===== src/pkg/sff_params.svh =====
// Offsets, field positions and reset values of the frame format block.
// Included by the package and by the design file; definitions only.
`ifndef SFF_PARAMS_SVH
`define SFF_PARAMS_SVH

`define SFF_OFS_RX_DATA   8'h00
`define SFF_OFS_TX_DATA   8'h04
`define SFF_OFS_RX_CFG    8'h08
`define SFF_OFS_TX_CFG    8'h0C
`define SFF_OFS_STATUS    8'h10

`define SFF_F_DUAL        0
`define SFF_F_CNT1        1
`define SFF_F_SIZE1       8
`define SFF_F_CNT2        11
`define SFF_F_SIZE2       18
`define SFF_F_DELAY       21
`define SFF_F_ALIGN       23

`define SFF_ST_RX_READY   0
`define SFF_ST_RX_OVERRUN 1
`define SFF_ST_TX_UNDERRUN 2
`define SFF_ST_FIFO_FULL  3
`define SFF_ST_FIFO_EMPTY 4

`define SFF_CFG_RESET     32'h0000_0000
`define SFF_FIFO_DEPTH    32
`define SFF_RESP_OKAY     2'h0
`define SFF_RESP_SLVERR   2'h2

`endif


===== src/pkg/sff_pkg.sv =====
// Types and decode functions of the frame format block.
// Assumes sff_params.svh is reachable on the include path.
package sff_pkg;
`include "sff_params.svh"

   typedef enum logic [1:0] {SFF_IDLE = 2'b00, SFF_DELAY = 2'b01, SFF_BIT = 2'b10} sff_state_t;

   typedef struct packed {
      logic [1:0] align;
      logic [1:0] delay;
      logic [2:0] size2;
      logic [6:0] cnt2;
      logic [2:0] size1;
      logic [6:0] cnt1;
      logic       dual;
   } sff_cfg_t;

   typedef struct packed {
      logic       done;
      logic       ph;
      logic [6:0] elem;
   } sff_pos_t;

   function automatic sff_cfg_t sff_unpack(input logic [31:0] w);
      sff_cfg_t c;
      c.dual  = w[`SFF_F_DUAL];
      c.cnt1  = w[`SFF_F_CNT1 +: 7];
      c.size1 = w[`SFF_F_SIZE1 +: 3];
      c.cnt2  = w[`SFF_F_CNT2 +: 7];
      c.size2 = w[`SFF_F_SIZE2 +: 3];
      c.delay = w[`SFF_F_DELAY +: 2];
      c.align = w[`SFF_F_ALIGN +: 2];
      return c;
   endfunction : sff_unpack

   // Reserved codes fall back to 32 bits
   function automatic logic [5:0] sff_bits(input logic [2:0] code);
      case (code)
         3'h0:    return 6'd8;
         3'h1:    return 6'd12;
         3'h2:    return 6'd16;
         3'h3:    return 6'd20;
         3'h4:    return 6'd24;
         default: return 6'd32;
      endcase
   endfunction : sff_bits

   // Position after the current element; phase two only when dual
   function automatic sff_pos_t sff_next(input sff_cfg_t c, input logic ph,
                                         input logic [6:0] elem);
      sff_pos_t p;
      p = '{done: 1'b0, ph: ph, elem: 7'(elem + 7'h1)};
      if (elem == (ph ? c.cnt2 : c.cnt1))
      begin
         if (!ph && c.dual)
            p = '{done: 1'b0, ph: 1'b1, elem: 7'h0};
         else
            p = '{done: 1'b1, ph: 1'b0, elem: 7'h0};
      end
      return p;
   endfunction : sff_next

   function automatic logic [31:0] sff_justify(input logic [31:0] v, input logic [5:0] w,
                                               input logic [1:0] m);
      logic [31:0] mask;
      logic        msb;
      mask = (w == 6'd32) ? 32'hFFFF_FFFF : 32'((33'h1 << w) - 33'h1);
      msb  = v[5'(w[4:0] - 5'h1)];
      case (m)
         2'h1:    return (v & mask) | (msb ? ~mask : 32'h0);
         2'h2:    return v << (6'd32 - w);
         default: return v & mask;
      endcase
   endfunction : sff_justify

   function automatic logic sff_mapped(input logic [7:0] a);
      return a == `SFF_OFS_RX_DATA || a == `SFF_OFS_TX_DATA || a == `SFF_OFS_RX_CFG
          || a == `SFF_OFS_TX_CFG || a == `SFF_OFS_STATUS;
   endfunction : sff_mapped

endpackage : sff_pkg


===== src/design/sff_frame_format.sv =====
// Frame format and data alignment of a buffered synchronous serial port.
// Assumes an AXI4-Lite master and an external peer driving bit clocks and syncs.
//
// Implementation choices: the address map and the AXI4-Lite slave port.
`include "sff_params.svh"

module sff_fifo
   import sff_pkg::*;
#(
   parameter int W = 32,
   parameter int D = `SFF_FIFO_DEPTH
)(
   input  wire logic         i_sys_clk,
   input  wire logic         i_reset_n,
   input  wire logic         i_in_valid,
   output logic              o_in_ready,
   input  wire logic [W-1:0] i_in_data,
   output logic              o_out_valid,
   input  wire logic         i_out_ready,
   output logic [W-1:0]      o_out_data
);
   localparam int AW = $clog2(D);
   logic [W-1:0] mem [D];
   logic [AW-1:0] wr_ptr;
   logic [AW-1:0] rd_ptr;
   logic [AW:0]   count;
   logic          push;
   logic          pop;

   assign o_in_ready  = count != (AW+1)'(D);
   assign o_out_valid = count != '0;
   assign o_out_data  = mem[rd_ptr];
   assign push        = i_in_valid && o_in_ready;
   assign pop         = o_out_valid && i_out_ready;

   always_ff @(posedge i_sys_clk)
   begin
      if (push)
         mem[wr_ptr] <= i_in_data;
   end

   always_ff @(posedge i_sys_clk or negedge i_reset_n)
   begin
      if (!i_reset_n)
      begin
         wr_ptr <= '0;
         rd_ptr <= '0;
         count  <= '0;
      end
      else
      begin
         if (push)
            wr_ptr <= (wr_ptr == AW'(D - 1)) ? '0 : AW'(wr_ptr + 1'b1);
         if (pop)
            rd_ptr <= (rd_ptr == AW'(D - 1)) ? '0 : AW'(rd_ptr + 1'b1);
         count <= (AW+1)'(count + push - pop);
      end
   end
endmodule : sff_fifo

module sff_frame_format
   import sff_pkg::*;
#(
   parameter int FIFO_DEPTH = `SFF_FIFO_DEPTH
)(
   input  wire logic        i_sys_clk,
   input  wire logic        i_reset_n,
   input  wire logic        i_awvalid,
   output logic             o_awready,
   input  wire logic [7:0]  i_awaddr,
   input  wire logic        i_wvalid,
   output logic             o_wready,
   input  wire logic [31:0] i_wdata,
   input  wire logic [3:0]  i_wstrb,
   output logic             o_bvalid,
   input  wire logic        i_bready,
   output logic [1:0]       o_bresp,
   input  wire logic        i_arvalid,
   output logic             o_arready,
   input  wire logic [7:0]  i_araddr,
   output logic             o_rvalid,
   input  wire logic        i_rready,
   output logic [31:0]      o_rdata,
   output logic [1:0]       o_rresp,
   input  wire logic        i_rx_bit_clock,
   input  wire logic        i_rx_frame_sync,
   input  wire logic        i_rx_data_pin,
   input  wire logic        i_tx_bit_clock,
   input  wire logic        i_tx_frame_sync,
   output logic             o_serial_out_pin
);
   logic [4:0]  s1, s2, s3, filt, filt_q;
   logic        rx_fall, rx_fs, rx_d, tx_rise, tx_fs;
   logic [31:0] rx_cfg_w, tx_cfg_w, rx_data_reg;
   sff_cfg_t    rxc, txc;
   logic        rx_ready, rx_overrun, tx_underrun;

   // Three-stage sampling; a level counts once stages two and three agree
   always_ff @(posedge i_sys_clk or negedge i_reset_n)
   begin
      if (!i_reset_n)
      begin
         s1     <= '0;
         s2     <= '0;
         s3     <= '0;
         filt   <= '0;
         filt_q <= '0;
      end
      else
      begin
         s1     <= {i_rx_bit_clock, i_rx_frame_sync, i_rx_data_pin, i_tx_bit_clock,
                    i_tx_frame_sync};
         s2     <= s1;
         s3     <= s2;
         filt   <= (s3 & ~(s2 ^ s3)) | (filt & (s2 ^ s3));
         filt_q <= filt;
      end
   end

   // Data and sync pass the same stages as the clock, so they stay aligned
   assign rx_fall = filt_q[4] && !filt[4];
   assign rx_fs   = filt[3];
   assign rx_d    = filt[2];
   assign tx_rise = !filt_q[1] && filt[1];
   assign tx_fs   = filt[0];
   assign rxc     = sff_unpack(rx_cfg_w);
   assign txc     = sff_unpack(tx_cfg_w);

   // Receive engine
   sff_state_t  rx_state;
   logic        rx_ph, rx_cap, rx_last, rx_start, rx_load;
   logic [6:0]  rx_elem;
   logic [4:0]  rx_bit, rx_bidx;
   logic [1:0]  rx_wait;
   logic [5:0]  rx_bits, rx_hold_bits;
   logic [31:0] rx_shift, rx_holding_buffer;
   sff_pos_t    rx_nxt;

   assign rx_bits  = sff_bits(rx_ph ? rxc.size2 : rxc.size1);
   assign rx_start = rx_fall && rx_state == SFF_IDLE && rx_fs;
   assign rx_cap   = rx_fall && ((rx_start && rxc.delay == 2'h0)
                     || rx_state == SFF_BIT || (rx_state == SFF_DELAY && rx_wait == 2'h0));
   assign rx_bidx  = (rx_state == SFF_BIT) ? rx_bit : 5'h0;
   assign rx_last  = {1'b0, rx_bidx} == 6'(rx_bits - 6'd1);
   assign rx_nxt   = sff_next(rxc, rx_ph, rx_elem);

   always_ff @(posedge i_sys_clk or negedge i_reset_n)
   begin
      if (!i_reset_n)
      begin
         rx_state <= SFF_IDLE;
         rx_ph    <= 1'b0;
         rx_elem  <= 7'h0;
         rx_bit   <= 5'h0;
         rx_wait  <= 2'h0;
         rx_shift <= 32'h0;
      end
      else if (rx_cap)
      begin
         rx_shift <= {rx_shift[30:0], rx_d};
         if (rx_last)
         begin
            rx_bit   <= 5'h0;
            rx_ph    <= rx_nxt.ph;
            rx_elem  <= rx_nxt.elem;
            rx_state <= rx_nxt.done ? SFF_IDLE : SFF_BIT;
         end
         else
         begin
            rx_bit   <= 5'(rx_bidx + 5'h1);
            rx_state <= SFF_BIT;
         end
      end
      else if (rx_start)
      begin
         rx_state <= SFF_DELAY;
         // Reserved code three waits like two
         rx_wait  <= {1'b0, rxc.delay[1]};
      end
      else if (rx_fall && rx_state == SFF_DELAY)
         rx_wait <= 2'(rx_wait - 2'h1);
   end

   always_ff @(posedge i_sys_clk or negedge i_reset_n)
   begin
      if (!i_reset_n)
      begin
         rx_load           <= 1'b0;
         rx_holding_buffer <= 32'h0;
         rx_hold_bits      <= 6'd8;
         rx_data_reg       <= 32'h0;
      end
      else
      begin
         rx_load <= rx_cap && rx_last;
         if (rx_cap && rx_last)
         begin
            rx_holding_buffer <= {rx_shift[30:0], rx_d};
            rx_hold_bits      <= rx_bits;
         end
         if (rx_load)
            rx_data_reg <= sff_justify(rx_holding_buffer, rx_hold_bits, rxc.align);
      end
   end

   // Transmit engine fed by the FIFO
   sff_state_t  tx_state;
   logic        tx_ph, tx_loaded, tx_last, tx_start, tx_bound, tx_idle_load;
   logic [6:0]  tx_elem;
   logic [4:0]  tx_bit;
   logic [1:0]  tx_wait;
   logic [5:0]  tx_bits, tx_next_bits;
   logic [31:0] tx_shift_reg, fifo_data, tx_push_data;
   logic        fifo_valid, fifo_pop, fifo_in_ready, tx_push;
   sff_pos_t    tx_nxt;

   assign tx_bits      = sff_bits(tx_ph ? txc.size2 : txc.size1);
   assign tx_nxt       = sff_next(txc, tx_ph, tx_elem);
   assign tx_next_bits = sff_bits(tx_nxt.ph ? txc.size2 : txc.size1);
   assign tx_start     = tx_rise && tx_state == SFF_IDLE && tx_fs;
   assign tx_last      = tx_state == SFF_BIT && {1'b0, tx_bit} == 6'(tx_bits - 6'd1);
   assign tx_bound     = tx_rise && tx_last && !tx_nxt.done;
   assign tx_idle_load = tx_state == SFF_IDLE && !tx_loaded && fifo_valid && !tx_start;
   assign fifo_pop     = fifo_valid && (tx_idle_load || tx_bound);

   sff_fifo #(.W(32), .D(FIFO_DEPTH)) u_fifo (
      .i_sys_clk   (i_sys_clk),
      .i_reset_n   (i_reset_n),
      .i_in_valid  (tx_push),
      .o_in_ready  (fifo_in_ready),
      .i_in_data   (tx_push_data),
      .o_out_valid (fifo_valid),
      .i_out_ready (fifo_pop),
      .o_out_data  (fifo_data)
   );

   // First bit sits on the pin before the sync, so zero delay needs no wait
   assign o_serial_out_pin = tx_shift_reg[31];

   always_ff @(posedge i_sys_clk or negedge i_reset_n)
   begin
      if (!i_reset_n)
      begin
         tx_state     <= SFF_IDLE;
         tx_ph        <= 1'b0;
         tx_elem      <= 7'h0;
         tx_bit       <= 5'h0;
         tx_wait      <= 2'h0;
         tx_loaded    <= 1'b0;
         tx_shift_reg <= 32'h0;
      end
      else if (tx_rise && tx_state == SFF_BIT)
      begin
         if (tx_last)
         begin
            tx_bit  <= 5'h0;
            tx_ph   <= tx_nxt.ph;
            tx_elem <= tx_nxt.elem;
            if (tx_nxt.done)
            begin
               tx_state  <= SFF_IDLE;
               tx_loaded <= 1'b0;
            end
            else
               tx_shift_reg <= fifo_valid ? sff_justify(fifo_data, tx_next_bits, 2'h2)
                                          : 32'h0;
         end
         else
         begin
            tx_bit       <= 5'(tx_bit + 5'h1);
            tx_shift_reg <= {tx_shift_reg[30:0], 1'b0};
         end
      end
      else if (tx_start)
      begin
         tx_state <= (txc.delay == 2'h0) ? SFF_BIT : SFF_DELAY;
         tx_wait  <= {1'b0, txc.delay[1]};
      end
      else if (tx_rise && tx_state == SFF_DELAY)
      begin
         if (tx_wait == 2'h0)
            tx_state <= SFF_BIT;
         else
            tx_wait <= 2'(tx_wait - 2'h1);
      end
      else if (tx_idle_load)
      begin
         tx_shift_reg <= sff_justify(fifo_data, sff_bits(txc.size1), 2'h2);
         tx_loaded    <= 1'b1;
      end
   end

   // AXI4-Lite slave: one write and one read in flight
   logic        aw_full, w_full, wr_do, rd_do, next_aw_full, next_w_full, next_bvalid;
   logic        next_rvalid;
   logic [7:0]  aw_addr;
   logic [31:0] w_data;
   logic [3:0]  w_strb;

   assign wr_do        = aw_full && w_full && !o_bvalid
                         && (aw_addr != `SFF_OFS_TX_DATA || fifo_in_ready);
   assign tx_push      = wr_do && aw_addr == `SFF_OFS_TX_DATA;
   assign tx_push_data = w_data;
   assign rd_do        = o_arready && i_arvalid;
   assign next_aw_full = (o_awready && i_awvalid) || (aw_full && !wr_do);
   assign next_w_full  = (o_wready && i_wvalid) || (w_full && !wr_do);
   assign next_bvalid  = wr_do || (o_bvalid && !i_bready);
   assign next_rvalid  = rd_do || (o_rvalid && !i_rready);

   always_ff @(posedge i_sys_clk or negedge i_reset_n)
   begin
      if (!i_reset_n)
      begin
         aw_full   <= 1'b0;
         w_full    <= 1'b0;
         aw_addr   <= 8'h0;
         w_data    <= 32'h0;
         w_strb    <= 4'h0;
         o_awready <= 1'b0;
         o_wready  <= 1'b0;
         o_bvalid  <= 1'b0;
         o_bresp   <= `SFF_RESP_OKAY;
         rx_cfg_w  <= `SFF_CFG_RESET;
         tx_cfg_w  <= `SFF_CFG_RESET;
      end
      else
      begin
         if (o_awready && i_awvalid)
            aw_addr <= i_awaddr;
         if (o_wready && i_wvalid)
         begin
            w_data <= i_wdata;
            w_strb <= i_wstrb;
         end
         aw_full   <= next_aw_full;
         w_full    <= next_w_full;
         o_awready <= !next_aw_full && !next_bvalid;
         o_wready  <= !next_w_full && !next_bvalid;
         o_bvalid  <= next_bvalid;
         if (wr_do)
         begin
            o_bresp <= sff_mapped(aw_addr) ? `SFF_RESP_OKAY : `SFF_RESP_SLVERR;
            for (int b = 0; b < 4; b++)
            begin
               if (w_strb[b] && aw_addr == `SFF_OFS_RX_CFG)
                  rx_cfg_w[8*b +: 8] <= w_data[8*b +: 8];
               if (w_strb[b] && aw_addr == `SFF_OFS_TX_CFG)
                  tx_cfg_w[8*b +: 8] <= w_data[8*b +: 8];
            end
         end
      end
   end

   // Read side; a fresh event beats a clearing read in the same cycle
   always_ff @(posedge i_sys_clk or negedge i_reset_n)
   begin
      if (!i_reset_n)
      begin
         o_arready   <= 1'b0;
         o_rvalid    <= 1'b0;
         o_rdata     <= 32'h0;
         o_rresp     <= `SFF_RESP_OKAY;
         rx_ready    <= 1'b0;
         rx_overrun  <= 1'b0;
         tx_underrun <= 1'b0;
      end
      else
      begin
         o_arready <= !next_rvalid;
         o_rvalid  <= next_rvalid;
         if (rd_do)
         begin
            o_rresp <= sff_mapped(i_araddr) ? `SFF_RESP_OKAY : `SFF_RESP_SLVERR;
            case (i_araddr)
               `SFF_OFS_RX_DATA: o_rdata <= rx_data_reg;
               `SFF_OFS_RX_CFG:  o_rdata <= rx_cfg_w;
               `SFF_OFS_TX_CFG:  o_rdata <= tx_cfg_w;
               `SFF_OFS_STATUS:  o_rdata <= 32'({!fifo_valid, !fifo_in_ready, tx_underrun,
                                                 rx_overrun, rx_ready});
               default:          o_rdata <= 32'h0;
            endcase
         end
         if (rx_load)
            rx_ready <= 1'b1;
         else if (rd_do && i_araddr == `SFF_OFS_RX_DATA)
            rx_ready <= 1'b0;
         if (rx_load && rx_ready)
            rx_overrun <= 1'b1;
         else if (rd_do && i_araddr == `SFF_OFS_STATUS)
            rx_overrun <= 1'b0;
         if ((tx_bound && !fifo_valid) || (tx_start && !tx_loaded))
            tx_underrun <= 1'b1;
         else if (rd_do && i_araddr == `SFF_OFS_STATUS)
            tx_underrun <= 1'b0;
      end
   end
endmodule : sff_frame_format


===== config.mk =====
export PLATFORM = sky130hd
export DESIGN_NAME = sff_frame_format
export DESIGN_NICKNAME = d
export VERILOG_FILES = /design/src/pkg/sff_pkg.sv /design/src/design/sff_frame_format.sv
export VERILOG_INCLUDE_DIRS = /design/src /design/src/pkg
export SDC_FILE = /design/constraint.sdc
export NUM_CORES = 2
export LEC_CHECK = 0
export ABC_AREA = 0
export BUFFER_PORTS_ARGS = -buffer_cell sky130_fd_sc_hd__buf_4
export CAP_MARGIN = 10
export CORE_ASPECT_RATIO = 0.7
export CORE_MARGIN = 2
export CORE_UTILIZATION = 40
export CTS_CLUSTER_DIAMETER = 150
export DETAILED_ROUTE_END_ITERATION = 8
export GPL_TIMING_DRIVEN = 0
export HOLD_SLACK_MARGIN = 0.15
export PLACE_DENSITY = 0.64
export SLEW_MARGIN = 20
export SYNTH_ARGS = -nofsm -noshare
export SYNTH_HDL_FRONTEND = slang
export SYNTH_SLANG_ARGS = --single-unit

===== constraint.sdc =====
create_clock -name i_sys_clk -period 5.9 [get_ports i_sys_clk]
set_input_delay 0.885 -clock i_sys_clk [delete_from_list [all_inputs] [get_ports i_sys_clk]]
set_output_delay 0.885 -clock i_sys_clk [all_outputs]
set_load 0.02 [all_outputs]

==> metrics.log <==
INFO  metric total_leakage_power = 23.9 nW
INFO  metric tritoncts_num_sinks = 1,381
INFO  metric drt-vias-per-instance = 6.10
INFO  metric tritoncts_clock_tree = built
INFO  metric yosys-top-cells-count = sky130_fd_sc_hd__edfxtp_1 (1,024), sky130_fd_sc_hd__dfrtp_1 (356), sky130_fd_sc_hd__nand2_1 (250)
INFO  metric synth_area_per_cell = 15.8 um2
INFO  metric setup.worst_path.end_class = register
INFO  metric netSwitchingFraction = 0.352
INFO  metric wl_per_cell = 31.1 um
INFO  metric timing.final.setup_violations = 0
INFO  metric number_of_enable_type_register_cells_in_the_synthesized_netlist = 1,024
INFO  metric grt_pass1_wl = 265,000 um
INFO  metric nFillCells = 12,383
INFO  metric synthMuxAreaShare = 0.163
INFO  metric maximum_clock_frequency = 171 MHz
INFO  metric cap_viol_max_count = 0
INFO  metric timing.max_slew.rel_slack = 0.203
INFO  metric regArea = 39,700 um2
INFO  metric h-tree-depth = 4
INFO  metric die-height = 324 um
INFO  metric grt_usage = 0.251
INFO  metric switching_component_of_the_power = 10.9 mW
INFO  metric worst_hold_path_type = primary input to register
INFO  metric wirelength = 189,000 um
INFO  metric drc = 0
INFO  metric clk_latency = 770 ps
INFO  metric fin_worst_hold_slack = 224 ps
INFO  metric finalMaxSlewViolations = 0
INFO  metric io_buffers = 102
INFO  metric pin_count = 106
INFO  metric max_flop_register = u_fifo.mem
INFO  metric r2r_cells = 12
INFO  metric simple_gate_share_of_the_synthesized_area = 0.0587
INFO  metric final_critical_path_setup_slack = 57.1 ps
INFO  metric clk_transition_reported_paths = 60 ps
INFO  metric clockPowerShare = 0.275
INFO  metric yosys.cell_types.count = 90
INFO  metric syn_warnings = 0
INFO  metric cell_internal_pwr = 20.1 mW
INFO  metric placement_rows = 117
INFO  metric synth.most_common_cell = sky130_fd_sc_hd__edfxtp_1
INFO  metric globalRoute.totalOverflow = 0
INFO  metric timing.critical_path.arrival = 6470 ps
INFO  metric layout-area-overhead-vs-synth = 16.5%
INFO  metric netlist.top_cell.by_area = sky130_fd_sc_hd__edfxtp_1
INFO  metric ys_async_sr_fraction = 0.259
INFO  metric fp.coreArea = 145,000 um2
INFO  metric yosys.area_share.adder = 0.00803
INFO  metric detailed_place_hpwl = 134,000 um
INFO  metric main_combinational_cell_family_by_area_after_synthesis = multiplexers
INFO  metric portion_of_the_post_synthesis_area_used_by_sequential_elements = 0.677
INFO  metric pwr_density_cell = 455 nW/um2
INFO  metric startpoint = u_fifo.rd_ptr[1]
INFO  metric placement.setup.worst_slack = -168 ps
INFO  metric netlist.area_leader.share = 0.525
INFO  metric clock_tree.root_cell = sky130_fd_sc_hd__clkbuf_16
INFO  metric post_synth_instance_area = 58,600 um2
INFO  metric dieWidth = 461 um
INFO  metric clock_tree.buffer_depth = 3
INFO  metric gate_count_of_the_mapped_netlist = 3,706
INFO  metric post_dp_cell_area = 63,900 um2
INFO  metric critPathRequiredTime = 6530 ps
INFO  metric criticalPathCategory = register to register
INFO  metric multi_input_comb_area = 18,100 um2
INFO  metric rrSetupSlack = 60 ps
INFO  metric die-area = 150,000 um2
INFO  metric r2r-start = u_fifo.rd_ptr[1]
INFO  metric synth_seq_cells = 1,381
INFO  metric grt_antenna_before_repair = 7
INFO  metric final_antenna_net_count = 0
INFO  metric timing.final.crit_period = 5840 ps
INFO  metric detailedRoute.firstIterationViolations = 6,205
INFO  metric critPathCapture = tx_shift_reg[31]
INFO  metric unrepaired_setup_endpoints_after_global_routing = yes
INFO  metric yosys.area_share.xor_xnor = 0.00419
INFO  metric detailroute.via_count = 37,165
INFO  metric largest_register_ff_count = 1,024
INFO  metric drive_above_1_share = 0.241
INFO  metric gp_routability_congestion = 0.932
INFO  metric cts_buffer_count = 132
INFO  metric ys.flop_type = sky130_fd_sc_hd__edfxtp_1
INFO  metric worst_slew_pin_slew = 1200 ps
INFO  metric share_of_power_burned_in_registers = 0.447
INFO  metric critPathMaxFanout = 10
INFO  metric pin_count_of_the_biggest_net_entering_global_routing = 89
INFO  metric status = finished, final reports clean
INFO  metric critical_path.startpoint_type = register
INFO  metric comb_power_share = 0.278
INFO  metric firstDrtPassIters = 6
INFO  metric hold_viol_final = 0
INFO  metric finish.instance_area = 68,200 um2
INFO  metric min-delay-start = i_rx_data_pin
INFO  metric finalNetCount = 4,118
INFO  metric floorplan.initialDensity = 0.403
INFO  metric final.setup_skew = 31.5 ps
INFO  metric regToRegEndpoint = tx_shift_reg[31]
INFO  metric finalCritPeriodShare = 0.990
INFO  metric vdd_drop_max = 429 uV
INFO  metric synth_compound_area_frac = 0.0694
INFO  metric synth.top_cells.by_area = sky130_fd_sc_hd__edfxtp_1 (52%), sky130_fd_sc_hd__dfrtp_1 (15%), sky130_fd_sc_hd__mux4_2 (8.5%)
INFO  metric vias_in_the_first_global_route = 34,929
cell families after synthesis:
logic type,after synthesis
AOI/OAI and AO/OA,604
other,1
xor gates and xnor gates,28
and+or+nand+nor,741
muxes,649
DFF,1381
buffers and inverters,264
adders and majority gates,38
cells in the final DEF (no fill, tap or decap), drive strengths merged, types with 10 or more instances in the layout:
| master | instances |
|---|---|
| bufinv | 10 |
| a211oi | 31 |
| nand3 | 70 |
| a21o | 12 |
| nand3b | 10 |
| a22o | 14 |
| nor4 | 21 |
| or3 | 11 |
| xor2 | 12 |
| inv | 66 |
| mux4 | 222 |
| nand2b | 18 |
| clkbuf | 295 |
| edfxtp | 1024 |
| a221oi | 27 |
| mux2i | 184 |
| clkinv | 49 |
| o22ai | 27 |
| nand4 | 17 |
| nor2b | 23 |
| ha | 32 |
| and3 | 21 |
| a21oi | 109 |
| o31ai | 16 |
| o211ai | 18 |
| and2 | 20 |
| a222oi | 17 |
| nor2 | 218 |
| xnor2 | 16 |
| nor3 | 33 |
| nand2 | 250 |
| mux2 | 243 |
| a31oi | 26 |
| dfrtp | 356 |
| a22oi | 84 |
| buf | 255 |
| o21ai | 139 |
per-layer routing:
metal | GRT usage | part of all wire | up-vias
li1 | - | - | 15262
met1 | 0.393 | 0.44 | 19328
met2 | 0.337 | 0.41 | 2335
met3 | 0.0767 | 0.13 | 238
met4 | 0.0616 | 0.021 | 2
met5 | 0 | 0.000063 | -
power by group through the flow:
stage               combinational (mW)  sequential [mW]  clock, mW
floorplan                         5.15             13.2          0
global placement                  8.00             14.1          0
detailed placement                8.31             14.0          0
CTS                               8.35             13.8       8.61
global route                      9.06             14.0       8.98
finish                            8.61             13.9       8.53
repair_timing:
action	4_1_cts	5_1_grt
hold buffers	1	0
pin swaps	0	1
hold endpoints to repair	41	0
buffers inserted	0	3
setup endpoints to repair	2	9
resized for setup	5	11
stage by stage:
stage | instances | utilization | setup TNS (ps) | power [mW]
after floorplan | 3707 | - | 0 | 18.3
after global placement | 5772 | 0.425 | -481170 | 22.1
after detailed placement | 5847 | 0.439 | -271 | 22.3
after CTS | 6088 | 0.469 | 0 | 30.8
after global routing | 6090 | 0.469 | -12.4 | 32.0
final | 6093 | 0.469 | 0 | 31.0
area by class of cell:
class,instances,area share
clock buffers,170,0.0524
inverters,61,0.00336
repair buffers,181,0.0372
flip-flops and latches,1381,0.582
clock inverters,70,0.00976
well taps,1963,0.0360
plain buffers,202,0.0132
multi-input cells,2062,0.266
diodes,3,0.000110
worst min path at each step:
| stage | to | slack, ps | cells after the start |
|---|---|---|---|
| after floorplan | s2[0] | 330 | 0 |
| after global placement | s2[3] | 330 | 0 |
| after detailed placement | s2[3] | 340 | 0 |
| after CTS | s1[1] | 190 | 1 |
| after global routing | s1[3] | 210 | 1 |
| final | s1[2] | 220 | 1 |
critical path, cell delays in order, from the launching register on:
cell and delay (ps):
sky130_fd_sc_hd__dfrtp_1 370, sky130_fd_sc_hd__buf_2 330, sky130_fd_sc_hd__buf_2 440, sky130_fd_sc_hd__clkbuf_1 790, sky130_fd_sc_hd__clkbuf_1 720, sky130_fd_sc_hd__mux4_2 410
sky130_fd_sc_hd__mux4_2 530, sky130_fd_sc_hd__mux2i_4 680, sky130_fd_sc_hd__o32ai_1 200, sky130_fd_sc_hd__a21oi_1 400, sky130_fd_sc_hd__o21ai_0 260, sky130_fd_sc_hd__a211oi_1 410
sky130_fd_sc_hd__a21oi_1 120
No activity file was read; power rests on OpenSTA's default activity.
